## config.mk

```make
export PLATFORM = sky130hd
export DESIGN_NAME = spu_core
export DESIGN_NICKNAME = d
export VERILOG_FILES = /design/src/spu_pkg.sv /design/src/spu_core.sv /design/src/spu_regfile.sv
export SDC_FILE = /design/constraint.sdc
export NUM_CORES = 2
export LEC_CHECK = 0
export BUFFER_PORTS_ARGS = -buffer_cell sky130_fd_sc_hd__buf_2
export CAP_MARGIN = 0
export CORE_ASPECT_RATIO = 0.8
export CORE_UTILIZATION = 50
export DETAILED_ROUTE_END_ITERATION = 6
export GPL_TIMING_DRIVEN = 0
export PLACE_DENSITY = 0.69
export SLEW_MARGIN = 30
export SYNTH_ARGS = -nofsm -noshare
export SYNTH_HDL_FRONTEND = slang
export SYNTH_HIERARCHICAL = 1
export SYNTH_SLANG_ARGS = --single-unit
```

## constraint.sdc

```tcl
create_clock -name core_clk_i -period 35.5 [get_ports core_clk_i]
set_input_delay 3.55 -clock core_clk_i [delete_from_list [all_inputs] [get_ports core_clk_i]]
set_output_delay 3.55 -clock core_clk_i [all_outputs]
set_load 0.05 [all_outputs]
```

## src/spu_pkg.sv

```systemverilog
// Package with the map, op codes, states and helpers of the stack pointer unit.
package spu_pkg;

	// ==========================================================
	// Register map: printed indices, byte address is four times.
	localparam logic [9:0]  IDX_SP_HIGH  = 10'h0D8;
	localparam logic [9:0]  IDX_SP_LOW   = 10'h0D9;
	localparam logic [9:0]  IDX_MEM_TIME = 10'h0FE;
	localparam logic [9:0]  IDX_STATUS   = 10'h000;
	localparam logic [11:0] ADDR_SP_HIGH  = {IDX_SP_HIGH, 2'b00};
	localparam logic [11:0] ADDR_SP_LOW   = {IDX_SP_LOW, 2'b00};
	localparam logic [11:0] ADDR_MEM_TIME = {IDX_MEM_TIME, 2'b00};
	localparam logic [11:0] ADDR_STATUS   = {IDX_STATUS, 2'b00};

	// ==========================================================
	// Field positions and reset values.
	localparam int         MTC_STACK_INT_BIT = 1;
	localparam int         STS_BUSY_BIT      = 0;
	localparam int         STS_INT_BIT       = 1;
	localparam logic [7:0] SP_HIGH_RST       = 8'h00;
	localparam logic [7:0] SP_LOW_RST        = 8'h00;
	localparam logic [7:0] MEM_TIME_RST      = 8'h00;

	// ==========================================================
	// Stack operation codes issued by the sequencer.
	localparam logic [2:0] OP_PUSH  = 3'h0;
	localparam logic [2:0] OP_POP   = 3'h1;
	localparam logic [2:0] OP_CALL  = 3'h2;
	localparam logic [2:0] OP_RET   = 3'h3;
	localparam logic [2:0] OP_INT   = 3'h4;
	localparam logic [2:0] OP_INTERRUPT_RETURN  = 3'h5;
	localparam logic [2:0] OP_UPUSH = 3'h6;
	localparam logic [2:0] OP_UPOP  = 3'h7;

	// Bytes moved by each kind of operation.
	localparam logic [1:0] BYTES_ONE   = 2'h1;
	localparam logic [1:0] BYTES_PC    = 2'h2;
	localparam logic [1:0] BYTES_FRAME = 2'h3;

	// ==========================================================
	// Sequencer states.
	typedef enum logic [2:0] {
		ST_IDLE,
		ST_PUSH_STEP,
		ST_PUSH_PUT,
		ST_POP_GET,
		ST_POP_CATCH,
		ST_EXT_WAIT,
		ST_DONE
	} spu_state_type;

	// One pointer step; the full pair always moves so carries reach high.
	function automatic logic [15:0] spu_step(input logic [15:0] ptr,
		input logic down);
		if (down)
			spu_step = ptr - 16'h0001;
		else
			spu_step = ptr + 16'h0001;
	endfunction : spu_step

endpackage : spu_pkg

```

## src/spu_core.sv

```systemverilog
// Stack pointer unit: pointer pair, stack sequencer and APB registers.
`timescale 1ns/10ps
module spu_core (
	// Clock and reset.
	input  wire logic        core_clk_i,
	input  wire logic        resetn_i,
	// APB slave.
	input  wire logic        psel_i,
	input  wire logic        penable_i,
	input  wire logic        pwrite_i,
	input  wire logic [11:0] paddr_i,
	input  wire logic [31:0] pwdata_i,
	output logic      [31:0] prdata_o,
	output logic             pready_o,
	output logic             pslverr_o,
	// Stack operation request from the sequencer.
	input  wire logic        op_valid_i,
	input  wire logic [2:0]  op_code_i,
	input  wire logic        op_down_i,
	input  wire logic        op_ext_i,
	input  wire logic [15:0] usr_ptr_i,
	input  wire logic [7:0]  push_data_i,
	input  wire logic [15:0] pc_i,
	input  wire logic [7:0]  flags_i,
	// Stack operation answer.
	output logic             op_busy_o,
	output logic             op_done_o,
	output logic [7:0]       pop_data_o,
	output logic [15:0]      pc_o,
	output logic [7:0]       flags_o,
	output logic [15:0]      usr_ptr_o,
	// External data memory port.
	output logic [15:0]      ext_addr_o,
	output logic [7:0]       ext_wdata_o,
	output logic             ext_wr_o,
	output logic             ext_rd_o,
	input  wire logic [7:0]  ext_rdata_i,
	input  wire logic        ext_ack_i
);

	// ==========================================================
	// Declarations.
	spu_pkg::spu_state_type state;
	logic [7:0]  stack_pointer_high;
	logic [7:0]  stack_pointer_low;
	logic [7:0]  memory_timing_control;
	logic [15:0] work_ptr;
	logic [7:0]  push_buf [3];
	logic [23:0] pop_shift;
	logic [1:0]  byte_cnt;
	logic [1:0]  byte_idx;
	logic        is_pop;
	logic        is_user;
	logic        use_ext;
	logic        step_down;
	logic [2:0]  cur_op;
	logic        apb_access;
	logic        apb_commit;
	logic        op_start;
	logic        last_byte;
	logic        rf_we;
	logic [7:0]  rf_rdata;
	logic        stack_internal;
	logic        user_op;
	logic        pop_op;

	// ==========================================================
	// Decode of requests.

	// Ops wait only during an APB access phase, so a pointer write can still
	// land mid-op and be overwritten by the ST_DONE commit of a non-user op.
	assign apb_access = psel_i & penable_i & ~pready_o;
	assign apb_commit = psel_i & penable_i & pready_o;
	assign op_start   = op_valid_i & (state == spu_pkg::ST_IDLE) &
		~(psel_i & penable_i);
	assign last_byte  = (byte_idx == (byte_cnt - 2'h1));
	assign user_op    = (op_code_i == spu_pkg::OP_UPUSH) |
		(op_code_i == spu_pkg::OP_UPOP);
	assign pop_op     = (op_code_i == spu_pkg::OP_POP) |
		(op_code_i == spu_pkg::OP_RET) |
		(op_code_i == spu_pkg::OP_INTERRUPT_RETURN) |
		(op_code_i == spu_pkg::OP_UPOP);

	// Stack location chosen by the timing control bit; set means the
	// internal register file.
	assign stack_internal =
		memory_timing_control[spu_pkg::MTC_STACK_INT_BIT];

	// Internal writes happen in the put state when the stack is inside.
	assign rf_we = (state == spu_pkg::ST_PUSH_PUT) & ~use_ext;

	// ==========================================================
	// Internal stack storage, addressed by the low pointer byte only.
	spu_regfile #(
		.AW    (8),
		.DEPTH (256)
	) u_regfile (
		.core_clk_i (core_clk_i),
		.we_i       (rf_we),
		.waddr_i    (work_ptr[7:0]),
		.wdata_i    (push_buf[byte_idx]),
		.raddr_i    (work_ptr[7:0]),
		.rdata_o    (rf_rdata)
	);

	// ==========================================================
	// Sequencer: one byte per pass, pointer moves around each byte.
	always_ff @(posedge core_clk_i)
	begin
		if (!resetn_i)
		begin
			state     <= spu_pkg::ST_IDLE;
			work_ptr  <= 16'h0000;
			byte_cnt  <= 2'h0;
			byte_idx  <= 2'h0;
			is_pop    <= 1'b0;
			is_user   <= 1'b0;
			use_ext   <= 1'b0;
			step_down <= 1'b0;
			cur_op    <= spu_pkg::OP_PUSH;
			pop_shift <= 24'h000000;
			push_buf  <= '{8'h00, 8'h00, 8'h00};
		end
		else
		begin
			unique case (state)
				spu_pkg::ST_IDLE:
				begin
					if (op_start)
					begin
						cur_op   <= op_code_i;
						is_pop   <= pop_op;
						is_user  <= user_op;
						byte_idx <= 2'h0;
						pop_shift <= 24'h000000;
						if (user_op)
						begin
							// op_down_i picks the growth direction; pops step the other way.
							work_ptr  <= usr_ptr_i;
							use_ext   <= op_ext_i;
							step_down <= (op_code_i == spu_pkg::OP_UPUSH) ?
								op_down_i : ~op_down_i;
						end
						else
						begin
							work_ptr  <= {stack_pointer_high,
								stack_pointer_low};
							use_ext   <= ~stack_internal;
							step_down <= ~pop_op;
						end
						// Push order: PC low, PC high, then flags on top.
						unique case (op_code_i)
							spu_pkg::OP_CALL, spu_pkg::OP_RET:
							begin
								byte_cnt <= spu_pkg::BYTES_PC;
								push_buf <= '{pc_i[7:0], pc_i[15:8], 8'h00};
							end
							spu_pkg::OP_INT, spu_pkg::OP_INTERRUPT_RETURN:
							begin
								byte_cnt <= spu_pkg::BYTES_FRAME;
								push_buf <= '{pc_i[7:0], pc_i[15:8], flags_i};
							end
							default:
							begin
								byte_cnt <= spu_pkg::BYTES_ONE;
								push_buf <= '{push_data_i, 8'h00, 8'h00};
							end
						endcase
						state <= pop_op ? spu_pkg::ST_POP_GET :
							spu_pkg::ST_PUSH_STEP;
					end
				end
				spu_pkg::ST_PUSH_STEP:
				begin
					// Full 16-bit step lets an internal wrap reach high.
					work_ptr <= spu_pkg::spu_step(work_ptr, step_down);
					state    <= spu_pkg::ST_PUSH_PUT;
				end
				spu_pkg::ST_PUSH_PUT:
				begin
					// Write lands at the freshly moved pointer.
					if (use_ext)
						state <= spu_pkg::ST_EXT_WAIT;
					else if (last_byte)
						state <= spu_pkg::ST_DONE;
					else
					begin
						byte_idx <= byte_idx + 2'h1;
						state    <= spu_pkg::ST_PUSH_STEP;
					end
				end
				spu_pkg::ST_POP_GET:
				begin
					state <= use_ext ? spu_pkg::ST_EXT_WAIT :
						spu_pkg::ST_POP_CATCH;
				end
				spu_pkg::ST_POP_CATCH:
				begin
					// Data taken first, pointer moves afterwards.
					pop_shift <= {pop_shift[15:0], rf_rdata};
					work_ptr  <= spu_pkg::spu_step(work_ptr, step_down);
					byte_idx  <= byte_idx + 2'h1;
					state     <= last_byte ? spu_pkg::ST_DONE :
						spu_pkg::ST_POP_GET;
				end
				spu_pkg::ST_EXT_WAIT:
				begin
					// External memory may stretch the access with its ack.
					if (ext_ack_i)
					begin
						byte_idx <= byte_idx + 2'h1;
						if (is_pop)
						begin
							pop_shift <= {pop_shift[15:0], ext_rdata_i};
							work_ptr  <= spu_pkg::spu_step(work_ptr,
								step_down);
							state <= last_byte ? spu_pkg::ST_DONE :
								spu_pkg::ST_POP_GET;
						end
						else
							state <= last_byte ? spu_pkg::ST_DONE :
								spu_pkg::ST_PUSH_STEP;
					end
				end
				spu_pkg::ST_DONE:
					state <= spu_pkg::ST_IDLE;
			endcase
		end
	end

	// ==========================================================
	// External memory strobes, held until the memory acknowledges.
	always_ff @(posedge core_clk_i)
	begin
		if (!resetn_i)
		begin
			ext_addr_o  <= 16'h0000;
			ext_wdata_o <= 8'h00;
			ext_wr_o    <= 1'b0;
			ext_rd_o    <= 1'b0;
		end
		else if ((state == spu_pkg::ST_EXT_WAIT) && ext_ack_i)
		begin
			ext_wr_o <= 1'b0;
			ext_rd_o <= 1'b0;
		end
		else if (use_ext && (state == spu_pkg::ST_PUSH_PUT))
		begin
			ext_addr_o  <= work_ptr;
			ext_wdata_o <= push_buf[byte_idx];
			ext_wr_o    <= 1'b1;
		end
		else if (use_ext && (state == spu_pkg::ST_POP_GET))
		begin
			ext_addr_o <= work_ptr;
			ext_rd_o   <= 1'b1;
		end
	end

	// ==========================================================
	// Pointer pair and timing control: sequencer commit, APB writes.
	always_ff @(posedge core_clk_i)
	begin
		if (!resetn_i)
		begin
			stack_pointer_high    <= spu_pkg::SP_HIGH_RST;
			stack_pointer_low     <= spu_pkg::SP_LOW_RST;
			memory_timing_control <= spu_pkg::MEM_TIME_RST;
		end
		else if ((state == spu_pkg::ST_DONE) && !is_user)
		begin
			// Internal mode still commits the high byte, so a wrap of
			// the low byte shows up in it.
			stack_pointer_high <= work_ptr[15:8];
			stack_pointer_low  <= work_ptr[7:0];
		end
		else if (apb_commit && pwrite_i)
		begin
			// High byte stays a plain register for software.
			if (paddr_i == spu_pkg::ADDR_SP_HIGH)
				stack_pointer_high <= pwdata_i[7:0];
			if (paddr_i == spu_pkg::ADDR_SP_LOW)
				stack_pointer_low <= pwdata_i[7:0];
			if (paddr_i == spu_pkg::ADDR_MEM_TIME)
				memory_timing_control <= pwdata_i[7:0];
		end
	end

	// ==========================================================
	// APB answer: one wait state, data and error with pready.
	always_ff @(posedge core_clk_i)
	begin
		if (!resetn_i)
		begin
			pready_o  <= 1'b0;
			pslverr_o <= 1'b0;
			prdata_o  <= 32'h00000000;
		end
		else
		begin
			pready_o  <= apb_access;
			pslverr_o <= 1'b0;
			prdata_o  <= 32'h00000000;
			if (apb_access)
			begin
				unique case (paddr_i)
					spu_pkg::ADDR_SP_HIGH:
						prdata_o <= {24'h000000, stack_pointer_high};
					spu_pkg::ADDR_SP_LOW:
						prdata_o <= {24'h000000, stack_pointer_low};
					spu_pkg::ADDR_MEM_TIME:
						prdata_o <= {24'h000000, memory_timing_control};
					spu_pkg::ADDR_STATUS:
					begin
						prdata_o[spu_pkg::STS_BUSY_BIT] <=
							(state != spu_pkg::ST_IDLE);
						prdata_o[spu_pkg::STS_INT_BIT] <= stack_internal;
					end
					default:
						pslverr_o <= 1'b1;
				endcase
			end
		end
	end

	// ==========================================================
	// Answers to the sequencer, presented with a one-cycle done pulse.
	always_ff @(posedge core_clk_i)
	begin
		if (!resetn_i)
		begin
			op_busy_o  <= 1'b0;
			op_done_o  <= 1'b0;
			pop_data_o <= 8'h00;
			pc_o       <= 16'h0000;
			flags_o    <= 8'h00;
			usr_ptr_o  <= 16'h0000;
		end
		else
		begin
			op_done_o <= (state == spu_pkg::ST_DONE);
			if (op_start)
				op_busy_o <= 1'b1;
			else if (state == spu_pkg::ST_DONE)
				op_busy_o <= 1'b0;
			if (state == spu_pkg::ST_DONE)
			begin
				if (is_user)
					usr_ptr_o <= work_ptr;
				if (cur_op == spu_pkg::OP_RET)
					pc_o <= pop_shift[15:0];
				if (cur_op == spu_pkg::OP_INTERRUPT_RETURN)
				begin
					// Flags came off first, then PC high, then PC low.
					flags_o <= pop_shift[23:16];
					pc_o    <= pop_shift[15:0];
				end
				if ((cur_op == spu_pkg::OP_POP) ||
					(cur_op == spu_pkg::OP_UPOP))
					pop_data_o <= pop_shift[7:0];
			end
		end
	end

endmodule : spu_core

```

## src/spu_regfile.sv

```systemverilog
// Byte-wide register file that holds the internal stack.
`timescale 1ns/10ps
module spu_regfile #(
	parameter int AW    = 8,
	parameter int DEPTH = 256
) (
	// Clock.
	input  wire logic          core_clk_i,
	// Write port.
	input  wire logic          we_i,
	input  wire logic [AW-1:0] waddr_i,
	input  wire logic [7:0]    wdata_i,
	// Read port, data one cycle after the address.
	input  wire logic [AW-1:0] raddr_i,
	output logic      [7:0]    rdata_o
);

	// ==========================================================
	// Elaboration check.
	if (DEPTH != (1 << AW))
	begin : g_bad_depth
		$error("spu_regfile: DEPTH must equal two to the power AW.");
	end

	logic [7:0] mem [DEPTH];

	// Contents need no reset; software sets up the stack before use.
	always_ff @(posedge core_clk_i)
	begin
		if (we_i)
			mem[waddr_i] <= wdata_i;
	end

	// Registered read keeps the output straight off a flip-flop.
	always_ff @(posedge core_clk_i)
	begin
		rdata_o <= mem[raddr_i];
	end

endmodule : spu_regfile

```

==> metrics <==
Leak 32.4 nW; IO Port Bufs 173; Synth Cell Area 88400 sq um; drt pass-1 iters 7; post_cts resized 0; CP Capture Type register; fin util 58.3%; hold buffers post-CTS 0; Crit Path Category reg2reg; prevailing post-synth register cell edfxtp_1; Worst Tran Pin Value 1170 ps; overall die height 378 um; total track usage 30.4%; Min Clock Period, post-route 5470 ps; CTS Root Cell clkbuf_16; critical path fanouts, max 10; clock buffer depth 3; final wirelength 273 mm; post-route setup slack 30030 ps; GP Congestion 0.984; CTS tree built; DPL Wire Length 192 mm; post-synthesis sequential area ratio 74.0%; postcts setup bufs 0; violated checks design-rule violations; Initial Util 50.5%; Clock Sinks 2244; Core Rows 137; Final TNS setup 0 ps; first-pass GRT wire length 374 mm; GRT overflow 0; Layout Nets 5434; die width 472 um; synthesis-stage register bit count 2244; Finish-stage setup viols 0; routed len/inst 34.8 um; Avg Vias per Cell 6.68; total CTS buffers 202; skew final 39.0 ps; share of layout cells above drive strength 1 24.2%; Final Hold Vio Count 0; drt initial violations 9579; worst skew pair latency 860 ps; H-tree levels 4; CP required 36120 ps; CP Launch Type register; most common cell after layout, fill and taps aside edfxtp_1; fin crit share 15.4%; Max Cap Violations 0; Die ar. 178000 sq um; Power Total 6.51 mW; fin. max-slew vios 0; Worst IR Drop VDD 0.0586 mV; Synth warnings 6; commonest non-fill, non-tap cells in the layout 2048 x edfxtp_1, 454 x mux4_2, 371 x nor2_1; initial antenna violation count 17; Area Overhead vs Synth 15.4%; Clock transition at path regs 60 ps; Remaining DRCs 64; Async SR Flop Fraction 0%; Hold Path Class reg2reg; dpl ws 29870 ps; Core Footprint 175000 sq um; number of synthesized flops with an enable pin 2048; Synth Area per Inst 18.4 sq um; run status complete, but fails checks; Netlist cell types 86; vias 52497; RSZ-0062 raised after global routing no; Post-Syn Instances 4792; top-level I/O count 222; PD cells 63.8 nW/um^2; vias in the first global route 48732; critical path arrival 6090 ps; Max Freq 183 MHz; Antenna Violating Nets Remaining 0; Slew headroom 21.3%; pin count of the biggest net entering global routing 33
-- flip-flops by register name (all words and copies together) (netlist names), 16 cells and up --
| signal | cells |
|---|---|
| ext_addr_o | 16 |
| u_regfile/mem | 2048 |
| pop_shift | 24 |
| push_buf | 24 |
| pc_o | 16 |
| usr_ptr_o | 16 |
| work_ptr | 16 |
-- through the flow --
| step | std cells | hold WS (ps) | cell area (sq um) |
|---|---|---|---|
| 5_1_grt | 7839 | 471 | 102000 |
| 3_3_place_gp | 7351 | 440 | 92300 |
| 3_5_place_dp | 7462 | 448 | 95300 |
| 2_1_floorplan | 4815 | 432 | 88500 |
| 6_report | 7854 | 457 | 102000 |
| 4_1_cts | 7836 | 458 | 102000 |
-- report_power, final --
part	internal [mW]	switching [mW]	total, mW	leakage (nW)
clock network	1.24	0.965	2.20	3.22
logic	0.447	0.824	1.27	8.67
registers	3.01	0.0297	3.03	20.5
total	4.69	1.82	6.51	32.4
-- layer usage --
metal	wire, um	GRT usage, %
met1	102000	43.2
met2	115000	42.0
met3	43400	11.4
met4	12200	12.5
met5	404	0.624
-- cell usage after synthesis (13+ instances only) --
cell      count  share of area (%)
nor4_1       25               0.18
nor2_1      416                1.8
mux4_2      454                 12
a22oi_1     140                1.2
a22o_1       15               0.15
nand3_1      88               0.50
buf_2        47               0.27
nand2b_1     15               0.11
o221ai_1     47               0.47
nand2_1     192               0.82
buf_8        13               0.22
o21ai_0      32               0.18
edfxtp_1   2048                 70
a21oi_1     208                1.2
buf_1        24               0.10
clkbuf_1    154               0.65
o22ai_1      29               0.21
o211ai_1     25               0.21
a221oi_1     24               0.24
buf_4        55               0.47
nor3_1       50               0.28
buf_6        24               0.31
a211oi_1     31               0.26
mux2i_1     216                2.4
nor2b_1      36               0.25
ha_1         17               0.24
dfxtp_1     196                4.4
-- logic make-up after synthesis --
logic type               synth area share [%]
flip-flops                               74.0
AND/OR/NAND/NOR                          4.49
multiplexers                             14.1
AO/OA/AOI/OAI                            4.72
buffers and inverters                    2.25
adder cells (fa/ha/maj)                 0.263
XOR/XNOR                                0.149
other                                 0.00424
-- path summary, 6_finish.rpt --
kind / start / endpoint / slack, ps / cells past startpoint
setup / recovery: work_ptr[1] / u_regfile/rdata_o[3] / 30030 / 9
hold / removal: push_buf[5] / push_buf[5] / 460 / 2
setup reg to reg: work_ptr[1] / u_regfile/rdata_o[3] / 30030 / 9
hold reg to reg: push_buf[5] / push_buf[5] / 460 / 2
-- worst max-delay path, stage by stage (launching register included) --
cell and delay, ps:
dfxtp_1 950, buf_2 330, buf_4 320, buf_2 410
buf_2 620, mux4_2 430, a221oi_1 800, o32ai_1 370
nor3_2 690, nor4_1 280
-- cell type report --
type	instances	area, sq um
diodes	17	42.5
plain buffers	325	2000
clock buffers	260	5360
fillers	12714	73000
repair buffers	285	3590
well taps	2363	2960
flip-flops and latches	2244	65400
multi-input cells	2233	21400
inverters	13	48.8
clock inverters	114	1180
Power figures use the tool's default switching activity.
